File: src/fbpc_pkg.sv
// Constants and types for the flash block protection and commit logic
package fbpc_pkg;
  // Protection level codes (2 bits per 2 kB block)
  localparam logic [1:0] PROT_LEVEL_FULL_ACCESS = 2'h0;
  localparam logic [1:0] PROT_LEVEL_NO_MODIFY = 2'h1;
  localparam logic [1:0] PROT_LEVEL_FETCH_ONLY = 2'h2;
  localparam logic [1:0] PROT_LEVEL_INVALID = 2'h3;
  localparam int BLOCK_BYTES = 2048;
  localparam int BLOCK_SHIFT = 11;
  // Access kinds presented for checking
  localparam logic [1:0] ACC_DATA_READ = 2'h0;
  localparam logic [1:0] ACC_FETCH = 2'h1;
  localparam logic [1:0] ACC_ERASE = 2'h2;
  localparam logic [1:0] ACC_PROGRAM = 2'h3;
  // Clocks-per-microsecond reset value (10 MHz clock)
  localparam logic [7:0] CLOCKS_PER_US_RST = 8'h0a;
  // Nonvolatile write time in microseconds
  localparam int NV_WRITE_US = 20;
  typedef enum logic [3:0] {
    FBPC_IDLE = 4'b0001,
    FBPC_PROT_NV = 4'b0010,
    FBPC_USER_NV = 4'b0100,
    FBPC_DONE = 4'b1000
  } fbpc_state_t;
endpackage

File: src/fbpc_core.sv
// Flash block protection levels, user words, clock setting and commit sequencer
// Functional notes
// - Keep a protection level per 2 kB block: full access, no modify, fetch only.
// - Full-access block may change to no-modify or fetch-only.
// - No-modify block may change to fetch-only.
// - Fetch-only blocks refuse every further protection change.
// - Relaxing requests fail and leave the stored level unchanged.
// - Uncommitted changes are lost at reset; committed levels return.
// - Accesses that break protection raise the violation interrupt.
// - Protection commit writes current levels permanently.
// - Commit completion signals only after the nonvolatile write finishes.
// - Each commit and user-word operation reports success or failure.
// - Invalid block address or level is rejected with failure.
// - Hold clocks per microsecond; it times only the nonvolatile write.
// - Software can read back the clocks-per-microsecond value.
// - Two user words, 0 and 1, writable with any value.
// - Software can read both user words.
// - User-word commit stores the words permanently.
// - Fetch-only blocks allow fetches only; data reads are blocked.
// - No-modify blocks allow reads and fetches; erase and program refused.
`timescale 1ns/1ps
module fbpc_core #(
  parameter int NUM_BLOCKS = 128,
  parameter int ADDR_W = 18,
  parameter int USER_W = 32,
  parameter int CPU_W = 8
) (
  // Clock and reset
  input wire logic clk,
  input wire logic reset_n,
  // Committed state and error flag from the nonvolatile store
  input wire logic [2*NUM_BLOCKS-1:0] nv_prot_levels,
  input wire logic [USER_W-1:0] nv_user_word0,
  input wire logic [USER_W-1:0] nv_user_word1,
  input wire logic nv_hw_error,
  // Protection change request
  input wire logic change_block_protection,
  input wire logic [ADDR_W-1:0] prot_addr,
  input wire logic [1:0] prot_level,
  // Commit requests
  input wire logic commit_block_protection,
  input wire logic commit_user_words,
  // User words
  input wire logic write_user_words,
  input wire logic [USER_W-1:0] user_word0_in,
  input wire logic [USER_W-1:0] user_word1_in,
  // Clocks per microsecond
  input wire logic set_clocks_per_us,
  input wire logic [CPU_W-1:0] clocks_per_us_in,
  // Access check
  input wire logic acc_valid,
  input wire logic [1:0] acc_kind,
  input wire logic [ADDR_W-1:0] acc_addr,
  // Nonvolatile write strobes and data
  output logic nv_prot_write,
  output logic [2*NUM_BLOCKS-1:0] nv_prot_data,
  output logic nv_user_write,
  output logic [USER_W-1:0] nv_user_data0,
  output logic [USER_W-1:0] nv_user_data1,
  // Status and results
  output logic busy,
  output logic op_done,
  output logic op_fail,
  output logic acc_violation_irq,
  output logic [CPU_W-1:0] get_clocks_per_us,
  output logic [USER_W-1:0] read_user_word0,
  output logic [USER_W-1:0] read_user_word1
);
  localparam int BIDX_W = $clog2(NUM_BLOCKS);

  logic [1:0] lvl_r [NUM_BLOCKS];
  logic loaded_r;
  logic [USER_W-1:0] user0_r;
  logic [USER_W-1:0] user1_r;
  logic [CPU_W-1:0] cpu_r;
  fbpc_pkg::fbpc_state_t state_r;
  fbpc_pkg::fbpc_state_t state_nxt;
  logic [CPU_W-1:0] us_div_r;
  logic [15:0] us_cnt_r;
  logic hw_err_r;
  logic irq_r;

  // Block number from a byte address; high bits above the flash are invalid
  function automatic logic addr_ok(input logic [ADDR_W-1:0] a);
    return (a >> fbpc_pkg::BLOCK_SHIFT) < NUM_BLOCKS;
  endfunction
  function automatic logic [BIDX_W-1:0] blk(input logic [ADDR_W-1:0] a);
    return BIDX_W'(a >> fbpc_pkg::BLOCK_SHIFT);
  endfunction

  wire idle = (state_r == fbpc_pkg::FBPC_IDLE);
  wire [1:0] cur_lvl = lvl_r[blk(prot_addr)];
  wire lvl_valid = (prot_level != fbpc_pkg::PROT_LEVEL_INVALID);
  // Only strict tightening passes; asking for the level already held fails
  wire tighten_ok = (cur_lvl == fbpc_pkg::PROT_LEVEL_FULL_ACCESS) ?
                    (prot_level != fbpc_pkg::PROT_LEVEL_FULL_ACCESS) :
                    (cur_lvl == fbpc_pkg::PROT_LEVEL_NO_MODIFY) ?
                    (prot_level == fbpc_pkg::PROT_LEVEL_FETCH_ONLY) :
                    1'b0;
  wire prot_ok = addr_ok(prot_addr) && lvl_valid && tighten_ok;
  // Nothing is taken on the reload edge, or the reload would overwrite it unanswered
  wire do_change = change_block_protection && idle && loaded_r;
  wire do_user = write_user_words && idle && loaded_r;

  // Access check against the live levels
  // Addresses beyond the flash reach no block and never flag
  wire [1:0] acc_lvl = lvl_r[blk(acc_addr)];
  wire acc_bad = acc_valid && addr_ok(acc_addr) && (
    ((acc_lvl == fbpc_pkg::PROT_LEVEL_FETCH_ONLY) &&
     (acc_kind != fbpc_pkg::ACC_FETCH)) ||
    ((acc_lvl == fbpc_pkg::PROT_LEVEL_NO_MODIFY) &&
     ((acc_kind == fbpc_pkg::ACC_ERASE) ||
      (acc_kind == fbpc_pkg::ACC_PROGRAM))));

  // One-microsecond tick from the software clock count
  wire us_tick = (us_div_r == '0);
  wire nv_finished = us_tick && (us_cnt_r == 16'(fbpc_pkg::NV_WRITE_US - 1));

  genvar g;
  generate
    for (g = 0; g < NUM_BLOCKS; g++) begin : g_lvl
      wire blk_we = do_change && prot_ok && (blk(prot_addr) == BIDX_W'(g));
      // Full access lasts only until the committed image reloads one edge later
      always_ff @(posedge clk or negedge reset_n) begin
        if (!reset_n) begin
          lvl_r[g] <= fbpc_pkg::PROT_LEVEL_FULL_ACCESS;
        end else if (!loaded_r) begin
          lvl_r[g] <= nv_prot_levels[2*g +: 2];
        end else if (blk_we) begin
          lvl_r[g] <= prot_level;
        end
      end
      assign nv_prot_data[2*g +: 2] = lvl_r[g];
    end
  endgenerate

  // Reload committed levels on the first edge after reset release
  always_ff @(posedge clk or negedge reset_n) begin
    if (!reset_n) begin
      loaded_r <= 1'b0;
    end else begin
      loaded_r <= 1'b1;
    end
  end

  always_ff @(posedge clk or negedge reset_n) begin
    if (!reset_n) begin
      user0_r <= '0;
      user1_r <= '0;
    end else if (!loaded_r) begin
      user0_r <= nv_user_word0;
      user1_r <= nv_user_word1;
    end else if (do_user) begin
      user0_r <= user_word0_in;
      user1_r <= user_word1_in;
    end
  end

  // Not blocked by busy: a change during a commit alters its length
  always_ff @(posedge clk or negedge reset_n) begin
    if (!reset_n) begin
      cpu_r <= CPU_W'(fbpc_pkg::CLOCKS_PER_US_RST);
    end else if (set_clocks_per_us) begin
      cpu_r <= clocks_per_us_in;
    end
  end

  // Commit sequencer
  always_comb begin
    state_nxt = state_r;
    case (state_r)
      fbpc_pkg::FBPC_IDLE: begin
        if (loaded_r && commit_block_protection) begin
          state_nxt = fbpc_pkg::FBPC_PROT_NV;
        end else if (loaded_r && commit_user_words) begin
          state_nxt = fbpc_pkg::FBPC_USER_NV;
        end
      end
      fbpc_pkg::FBPC_PROT_NV: begin
        if (nv_finished) begin
          state_nxt = fbpc_pkg::FBPC_DONE;
        end
      end
      fbpc_pkg::FBPC_USER_NV: begin
        if (nv_finished) begin
          state_nxt = fbpc_pkg::FBPC_DONE;
        end
      end
      // One extra cycle so done is seen while busy is still high
      fbpc_pkg::FBPC_DONE: state_nxt = fbpc_pkg::FBPC_IDLE;
      default: state_nxt = fbpc_pkg::FBPC_IDLE;
    endcase
  end

  wire starting = idle && (state_nxt != fbpc_pkg::FBPC_IDLE);
  wire in_nv = (state_r == fbpc_pkg::FBPC_PROT_NV) || (state_r == fbpc_pkg::FBPC_USER_NV);
  wire finish_now = in_nv && nv_finished;
  // A count of zero wraps to the longest microsecond rather than stalling
  wire [CPU_W-1:0] us_reload = cpu_r - CPU_W'(1);

  always_ff @(posedge clk or negedge reset_n) begin
    if (!reset_n) begin
      state_r <= fbpc_pkg::FBPC_IDLE;
    end else begin
      state_r <= state_nxt;
    end
  end

  // Divider restarts at commit start so the first microsecond is a whole one
  always_ff @(posedge clk or negedge reset_n) begin
    if (!reset_n) begin
      us_div_r <= '0;
    end else if (starting || (in_nv && us_tick)) begin
      us_div_r <= us_reload;
    end else if (in_nv) begin
      us_div_r <= us_div_r - CPU_W'(1);
    end
  end

  always_ff @(posedge clk or negedge reset_n) begin
    if (!reset_n) begin
      us_cnt_r <= '0;
    end else if (starting) begin
      us_cnt_r <= '0;
    end else if (in_nv && us_tick) begin
      us_cnt_r <= us_cnt_r + 16'h0001;
    end
  end

  // Sticky over the whole write: one error cycle anywhere fails the commit
  always_ff @(posedge clk or negedge reset_n) begin
    if (!reset_n) begin
      hw_err_r <= 1'b0;
    end else if (starting) begin
      hw_err_r <= 1'b0;
    end else if (in_nv && nv_hw_error) begin
      hw_err_r <= 1'b1;
    end
  end

  // Strobes stay high for the whole write so the store sees one stable image
  always_ff @(posedge clk or negedge reset_n) begin
    if (!reset_n) begin
      nv_prot_write <= 1'b0;
    end else begin
      nv_prot_write <= (state_nxt == fbpc_pkg::FBPC_PROT_NV);
    end
  end

  always_ff @(posedge clk or negedge reset_n) begin
    if (!reset_n) begin
      nv_user_write <= 1'b0;
    end else begin
      nv_user_write <= (state_nxt == fbpc_pkg::FBPC_USER_NV);
    end
  end

  // Words are frozen at commit start; writes are refused while busy anyway
  always_ff @(posedge clk or negedge reset_n) begin
    if (!reset_n) begin
      nv_user_data0 <= '0;
      nv_user_data1 <= '0;
    end else if (starting) begin
      nv_user_data0 <= user0_r;
      nv_user_data1 <= user1_r;
    end
  end

  always_ff @(posedge clk or negedge reset_n) begin
    if (!reset_n) begin
      busy <= 1'b0;
    end else begin
      busy <= (state_nxt != fbpc_pkg::FBPC_IDLE);
    end
  end

  // Done pulses once per answered request
  always_ff @(posedge clk or negedge reset_n) begin
    if (!reset_n) begin
      op_done <= 1'b0;
    end else begin
      op_done <= finish_now || do_change || do_user;
    end
  end

  // Fail holds until the next answer so software may read it late
  always_ff @(posedge clk or negedge reset_n) begin
    if (!reset_n) begin
      op_fail <= 1'b0;
    end else if (finish_now) begin
      op_fail <= hw_err_r || nv_hw_error;
    end else if (do_change) begin
      op_fail <= !prot_ok;
    end else if (do_user) begin
      op_fail <= 1'b0;
    end
  end

  always_ff @(posedge clk or negedge reset_n) begin
    if (!reset_n) begin
      irq_r <= 1'b0;
    end else begin
      irq_r <= acc_bad;
    end
  end

  assign acc_violation_irq = irq_r;
  assign get_clocks_per_us = cpu_r;
  assign read_user_word0 = user0_r;
  assign read_user_word1 = user1_r;
endmodule

File: config.mk
export PLATFORM = sky130hd
export DESIGN_NAME = fbpc_core
export DESIGN_NICKNAME = d
export VERILOG_FILES = /design/src/fbpc_pkg.sv /design/src/fbpc_core.sv
export SDC_FILE = /design/constraint.sdc
export NUM_CORES = 1
export LEC_CHECK = 0
export BUFFER_PORTS_ARGS = -buffer_cell sky130_fd_sc_hd__buf_4
export CORE_AREA = 2 2 325 327
export CTS_CLUSTER_DIAMETER = 200
export CTS_CLUSTER_SIZE = 28
export DETAILED_ROUTE_END_ITERATION = 7
export DIE_AREA = 0 0 327 329
export PLACE_DENSITY = 0.51
export SLEW_MARGIN = 20
export SYNTH_ARGS = -nofsm -noshare
export SYNTH_HDL_FRONTEND = slang
export SYNTH_SLANG_ARGS = --single-unit
File: constraint.sdc
create_clock -name clk -period 4.25 [get_ports clk]
set_input_delay 0.2125 -clock clk [delete_from_list [all_inputs] [get_ports clk]]
set_output_delay 0.2125 -clock clk [all_outputs]
set_load 0.01 [all_outputs]
; After elaboration in Yosys (flattened, before gate mapping)
; Index checks and enable logic that the tools add are counted.
[classes]
n_addsub = 3
reduce_logical = 163
order_cmp = 4
bitwise_logic = 2
muxes = 281
eq_ne = 271
[ops]
columns = op, n
row1 = 2-to-1 mux 2 bit, 260
row2 = == test 7 bit (second input constant), 64
row3 = inequality test 2 x 1 -> 1 bit (second input constant), 130
row4 = == test 7 x 6 -> 1 bit (second input constant), 32
row5 = logical AND 1 bit, 146
row6 = 2-to-1 mux 32 bit, 4
row7 = == test 7 x 5 -> 1 bit (second input constant), 16
row8 = == test 7 x 4 -> 1 bit (second input constant), 8
row9 = 2-to-1 mux 16 bit, 2
row10 = binary-select mux 2 bit (select 7 bit), 2
row11 = == test 7 x 3 -> 1 bit (second input constant), 4
row12 = adder 16 x 1 -> 16 bit (second input constant), 1
row13 = == test 16 x 5 -> 1 bit (second input constant), 1
row14 = >= comparator 8 bit (second input constant), 2
row15 = less-than comparator 7 x 8 -> 1 bit (second input constant), 2
row16 = 2-to-1 mux 8 bit, 2
row17 = NOT 7 -> 8 bit, 2
row18 = subtractor 8 x 1 -> 8 bit (second input constant), 2
row19 = == test 7 x 2 -> 1 bit (second input constant), 2
row20 = 2-to-1 mux 4 bit, 3
row21 = == test 2 bit (second input constant), 4
row22 = == test 4 x 2 -> 1 bit (second input constant), 2
row23 = == test 4 x 3 -> 1 bit (second input constant), 2
row24 = logical NOT 8 bit, 1
row25 = other kinds (14), 30
[word_totals]
output_inout_bits = 398
input_bits = 441
reg_bits = 428

; Depth between registers and ports, before layout
[depth]
word_depth = 12
ltp_mapped = 16
mapped_depth_nobuf = 10

; Least setup slack after synthesis
; No wires, ideal clock.
[synth_path]
path_type = input port to flip-flop
start = input port prot_addr[12]
end = register lvl_r, in the netlist nv_prot_data[96]
t_arrival_ns = 3.202
path_slack_ns = 0.956
stages = 12
t_required_ns = 4.158
path_buffers = 5
cell_sequence = buf_2 buf_2 buf_2 mux4_2 o2111ai_1 nand3_1 a211oi_2 nor2_1 or4_1 buf_2 buf_2 o221ai_1
[synth_between]
elab_chain_cells = 11
elab_cells_between_ends = 15
classes_between = order compare (1) / eq/ne (3) / mux (5) / bitwise (1) / reduce/logical (5)
[synth_lines]
columns = item, line_no
row1 = from (decl), fbpc_core.sv:38  ; input wire logic [ADDR_W-1:0] prot_addr,
row2 = NOT 7 -> 8 bit (not written as such), fbpc_core.sv:92  ; wire [1:0] cur_lvl = lvl_r[blk(prot_addr)];
row3 = binary-select mux 2 bit (select 7 bit), fbpc_core.sv:92
row4 = 2-to-1 mux 2 bit (not written as such) (2 in a row), fbpc_core.sv:92
row5 = == test 2 x 1 -> 1 bit, fbpc_core.sv:97  ; (cur_lvl == fbpc_pkg::PROT_LEVEL_NO_MODIFY) ?
row6 = 2-to-1 mux 1 bit, fbpc_core.sv:97
row7 = 2-to-1 mux 1 bit, fbpc_core.sv:95  ; wire tighten_ok = (cur_lvl == fbpc_pkg::PROT_LEVEL_FULL_ACCESS) ?
row8 = logical AND 1 bit, fbpc_core.sv:100  ; wire prot_ok = addr_ok(prot_addr) && lvl_valid && tighten_ok;
row9 = logical AND 1 bit, fbpc_core.sv:122  ; wire blk_we = do_change && prot_ok && (blk(prot_addr) == BIDX_W'(g));
row10 = logical AND 1 bit *, fbpc_core.sv:122
row11 = inequality test 2 x 1 -> 1 bit (no line) *, -
row12 = "to (signal, indexed assignment)", fbpc_core.sv:126  ; lvl_r[g] <= fbpc_pkg::PROT_LEVEL_FULL_ACCESS;
row13 = "to (signal, indexed assignment)", fbpc_core.sv:128  ; lvl_r[g] <= nv_prot_levels[2*g +: 2];
row14 = "to (signal, indexed assignment)", fbpc_core.sv:130  ; lvl_r[g] <= prot_level;
row15 = to (decl), fbpc_core.sv:71  ; logic [1:0] lvl_r [NUM_BLOCKS];
; Every way passes the cells marked *; elsewhere a longest branch is shown, timed or not. The select of a mux whose other input is x is not followed.
; A chain may end at the register's enable or synchronous reset.

; Worst setup path after layout
[layout_path]
start = register lvl_r, in the netlist nv_prot_data[175]
end = register lvl_r, in the netlist nv_prot_data[131]
[layout_between]
elab_chain_cells = 10
elab_cells_between_ends = 11
classes_between = eq/ne (2) / mux (5) / reduce/logical (4)
[layout_lines]
columns = item, line_no
row1 = binary-select mux 2 bit (select 7 bit) *, fbpc_core.sv:92
row2 = 2-to-1 mux 2 bit (not written as such) * (2 in a row), fbpc_core.sv:92
row3 = == test 2 x 1 -> 1 bit, fbpc_core.sv:97
row4 = 2-to-1 mux 1 bit, fbpc_core.sv:97
row5 = 2-to-1 mux 1 bit *, fbpc_core.sv:95
row6 = logical AND 1 bit *, fbpc_core.sv:100
row7 = logical AND 1 bit * (2 in a row), fbpc_core.sv:122
row8 = inequality test 2 x 1 -> 1 bit (no line) *, -
; Marked as above.

==> results.sh <==
export IMPL_nets=3934
export IMPL_grt_pass1_vias=25704
export IMPL_tightest_slew_ns=1.12
export IMPL_clockBufferDepth=3
export IMPL_drt_vias_per_instance=5.26
export IMPL_hp_start="nv_user_word1[14]"
export IMPL_clkSinkCount=428
export IMPL_syn_nets=2776
export IMPL_yosysUniqueCellTypes=63
export IMPL_slowest_delay_ns=0.63
export IMPL_ys_ff_latch=428
export IMPL_h_tree_depth=1
export IMPL_synthArstFlopShare_pct=100
export IMPL_first_pass_iters=6
export IMPL_core_area_mm2=0.104
export IMPL_grt_pass1_wl_um=200000
export IMPL_cp_arrival_ns=4.58
export IMPL_drv_slew=0
export IMPL_timing_rr_start="nv_prot_data[175]"
export IMPL_irDropWorstVdd_mv=0.287
export IMPL_cts_tree="yes"
export IMPL_final_layout_size_suffix_gt1_share_pct=32.4
export IMPL_dr_wl_met2_um=69600
export IMPL_synth_edff_count=0
export IMPL_fin_crit_ns=4.01
export IMPL_setup_tns_final_ns=0
export IMPL_crit_required_ns=4.82
export IMPL_initial_core_util_pct=23.3
export IMPL_dieArea_mm2=0.108
export IMPL_drc=0
export IMPL_seqPwrFrac_pct=44.5
export IMPL_grt_max_degree=147
export IMPL_yosysSeqAreaShare_pct=44.1
export IMPL_ff2ff_setup_slack_ns=0.24
export IMPL_p_sw_share_pct=36.6
export IMPL_wl_met3_um=13100
export IMPL_power_frac_clock_pct=20.1
export IMPL_syn2layout_area_growth_pct=53.0
export IMPL_fin_cells=4900
export IMPL_grt_setup_unrepaired="no"
export IMPL_antenna_found_initial=43
export IMPL_ys_warnings_count=0
export IMPL_cts_buffers=19
export IMPL_io_pins=839
export IMPL_wl_met1_um=57100
export IMPL_power_frac_comb_pct=35.4
export IMPL_start_kind="register"
export IMPL_final_setup_skew_ns=0.0431
export IMPL_final_cell_mix="buf_4 (919), dfrtp_1 (424), dlygate4sd3_1 (409), nand2_1 (345), mux2i_1 (238)"
export IMPL_powerDensity_mw_per_mm2=324
export IMPL_clkTransAtPathRegs_ns=0.14
export IMPL_fmax_mhz=250
export IMPL_worst_setup_path_type="reg -> reg"
export IMPL_gp_congestion=0.894
export IMPL_track_usage_pct=25.8
export IMPL_cts_root_buf="clkbuf_16"
export IMPL_io_buffer_count=816
export IMPL_slew_headroom_pct=25.6
export IMPL_run_status="completed"
export IMPL_internal_power_uw=7630
export IMPL_post_cts_resized=0
export IMPL_drt_wl_total_um=144000
export IMPL_synthFlopType="dfrtp_1"
export IMPL_dp_cells=4452
export IMPL_fin_crit_sh_pct=94.3
export IMPL_setup_viol=0
export IMPL_layout_commonest_cell="buf_4"
export IMPL_post_synth_instance_area_mm2=0.0243
export IMPL_postSynthCellCount=2333
export IMPL_path_cells="mux4_2 -> a22o_1 -> a311oi_1 -> buf_4 -> o22ai_1 -> a2111oi_4 -> buf_4 -> o22ai_4 -> buf_4 -> o41ai_1 -> dlygate4sd3_1"
export IMPL_post_cts_setup_buffer_count=0
export IMPL_maxCapViolCount=0
export IMPL_dp_hpwl_um=110000
export IMPL_leakagePower_uw=0.0166
export IMPL_fillCellCount=10661
export IMPL_num_rows=119
export IMPL_gr_total_overflow=0
export IMPL_critical_path_slowest_cell="a2111oi_4"
export IMPL_highest_layer="met5"
export IMPL_crit_start="nv_prot_data[175]"
export IMPL_switchingPower_uw=4400
export IMPL_die_w_um=327
export IMPL_die_height_um=329
export IMPL_wire_per_inst_um=29.4
export IMPL_clk_latency_ns=0.63
export IMPL_endpoint_kind="register"
export IMPL_crit_top_cell="buf_4"
export IMPL_avgSynthCellArea_um2=10.4
export IMPL_final_antenna_net_count=0
export IMPL_vias=25757
export IMPL_hold_viol=0
export IMPL_initialDrtViolationCount=2305
export IMPL_hold_class="in -> reg"
export IMPL_worstPathMaxFanout=20
-- worst max-delay path, delay by kind of cell (launching register included) --
family | cells | cell delay [ns]
compound gates | 6 | 1.67
mux | 1 | 0.58
flops | 1 | 0.46
buf+inv | 4 | 1.27
-- Yosys cell counts, drive strengths merged, types with 21 or more instances --
master,number,area [µm²]
nand2,345,1290
nand4,23,144
dfrtp,425,10600
nor2,56,213
mux2i,238,2380
mux4,127,2860
o21ai,202,1010
buf,49,277
nor3,21,105
inv,138,518
o211ai,70,526
o221ai,131,1150
nand3,104,521
clkbuf,158,593
o311ai,64,561
-- stage by stage --
stage / total power (µW) / hold WS (ns) / worst slack [ns] / util (%) / instance area (µm²)
CTS: 12100 / 0.0122 / 0.265 / 35.6 / 37100
global route: 12600 / 0.0120 / 0.0414 / 35.6 / 37200
finish: 12000 / 0.0684 / 0.243 / 35.6 / 37200
floorplan: 6920 / -0.0831 / 0.956 / - / 24300
global placement: 9280 / 0.353 / 0.339 / 31.1 / 32500
detailed placement: 9310 / 0.349 / 0.277 / 31.1 / 32500
-- layout make-up --
class	count	area, µm²	share of cell area [%]
Multi-Input combinational cell	1559	12300	33.1
Tap cell	1391	1740	4.68
Antenna cell	10	25.0	0.0673
Inverter	139	522	1.40
Timing Repair Buffer	1344	11300	30.4
Sequential cell	428	10700	28.8
Clock buffer	27	505	1.36
Clock inverter	2	28.8	0.0774
-- registers in the layout, indices dropped and copies added (netlist names), 4 cells and up --
name / flops
nv_prot_data: 256
nv_user_data0: 32
nv_user_data1: 32
read_user_word0: 32
read_user_word1: 32
us_cnt_r: 16
get_clocks_per_us: 8
us_div_r: 8
state_r: 4
-- cells by family after synthesis --
kind of cell | share of synthesized area, %
multiplexers | 22.5
flip-flops | 44.1
other | 0.0154
adder cells (fa/ha/maj) | 0.103
AND/OR/NAND/NOR | 11.2
AO/OA/AOI/OAI | 15.8
buffers and inverters | 5.73
XOR/XNOR | 0.541
-- power by group through the flow --
| stage | clock [µW] | combinational (µW) | sequential (µW) |
|---|---|---|---|
| after floorplan | 0 | 1470 | 5440 |
| after global placement | 0 | 3890 | 5390 |
| after detailed placement | 0 | 3910 | 5400 |
| after CTS | 2500 | 4280 | 5340 |
| after global routing | 2600 | 4560 | 5420 |
| final | 2420 | 4250 | 5350 |
-- layer usage --
layer  GRT usage, %  up-vias
met3           7.47      221
met1           32.2    13259
met2           43.7     1197
met4           6.33       48
li1               -    11032
met5              0        -
-- what timing repair did --
action / 4_1_cts / 5_1_grt
hold buffers: 409 / 0
hold endpoints to repair: 423 / 0
setup endpoints to repair: 0 / 0
-- worst paths after layout --
check / to / cells after the start
max: nv_prot_data[131] / 11
min: read_user_word1[14] / 3
max reg2reg: nv_prot_data[131] / 11
min reg2reg: nv_user_data1[16] / 2
max in group asynchronous: nv_user_data1[2] / 3
min in group asynchronous: nv_user_data1[29] / 2
Note: power is estimated with default switching activity, not from simulation.
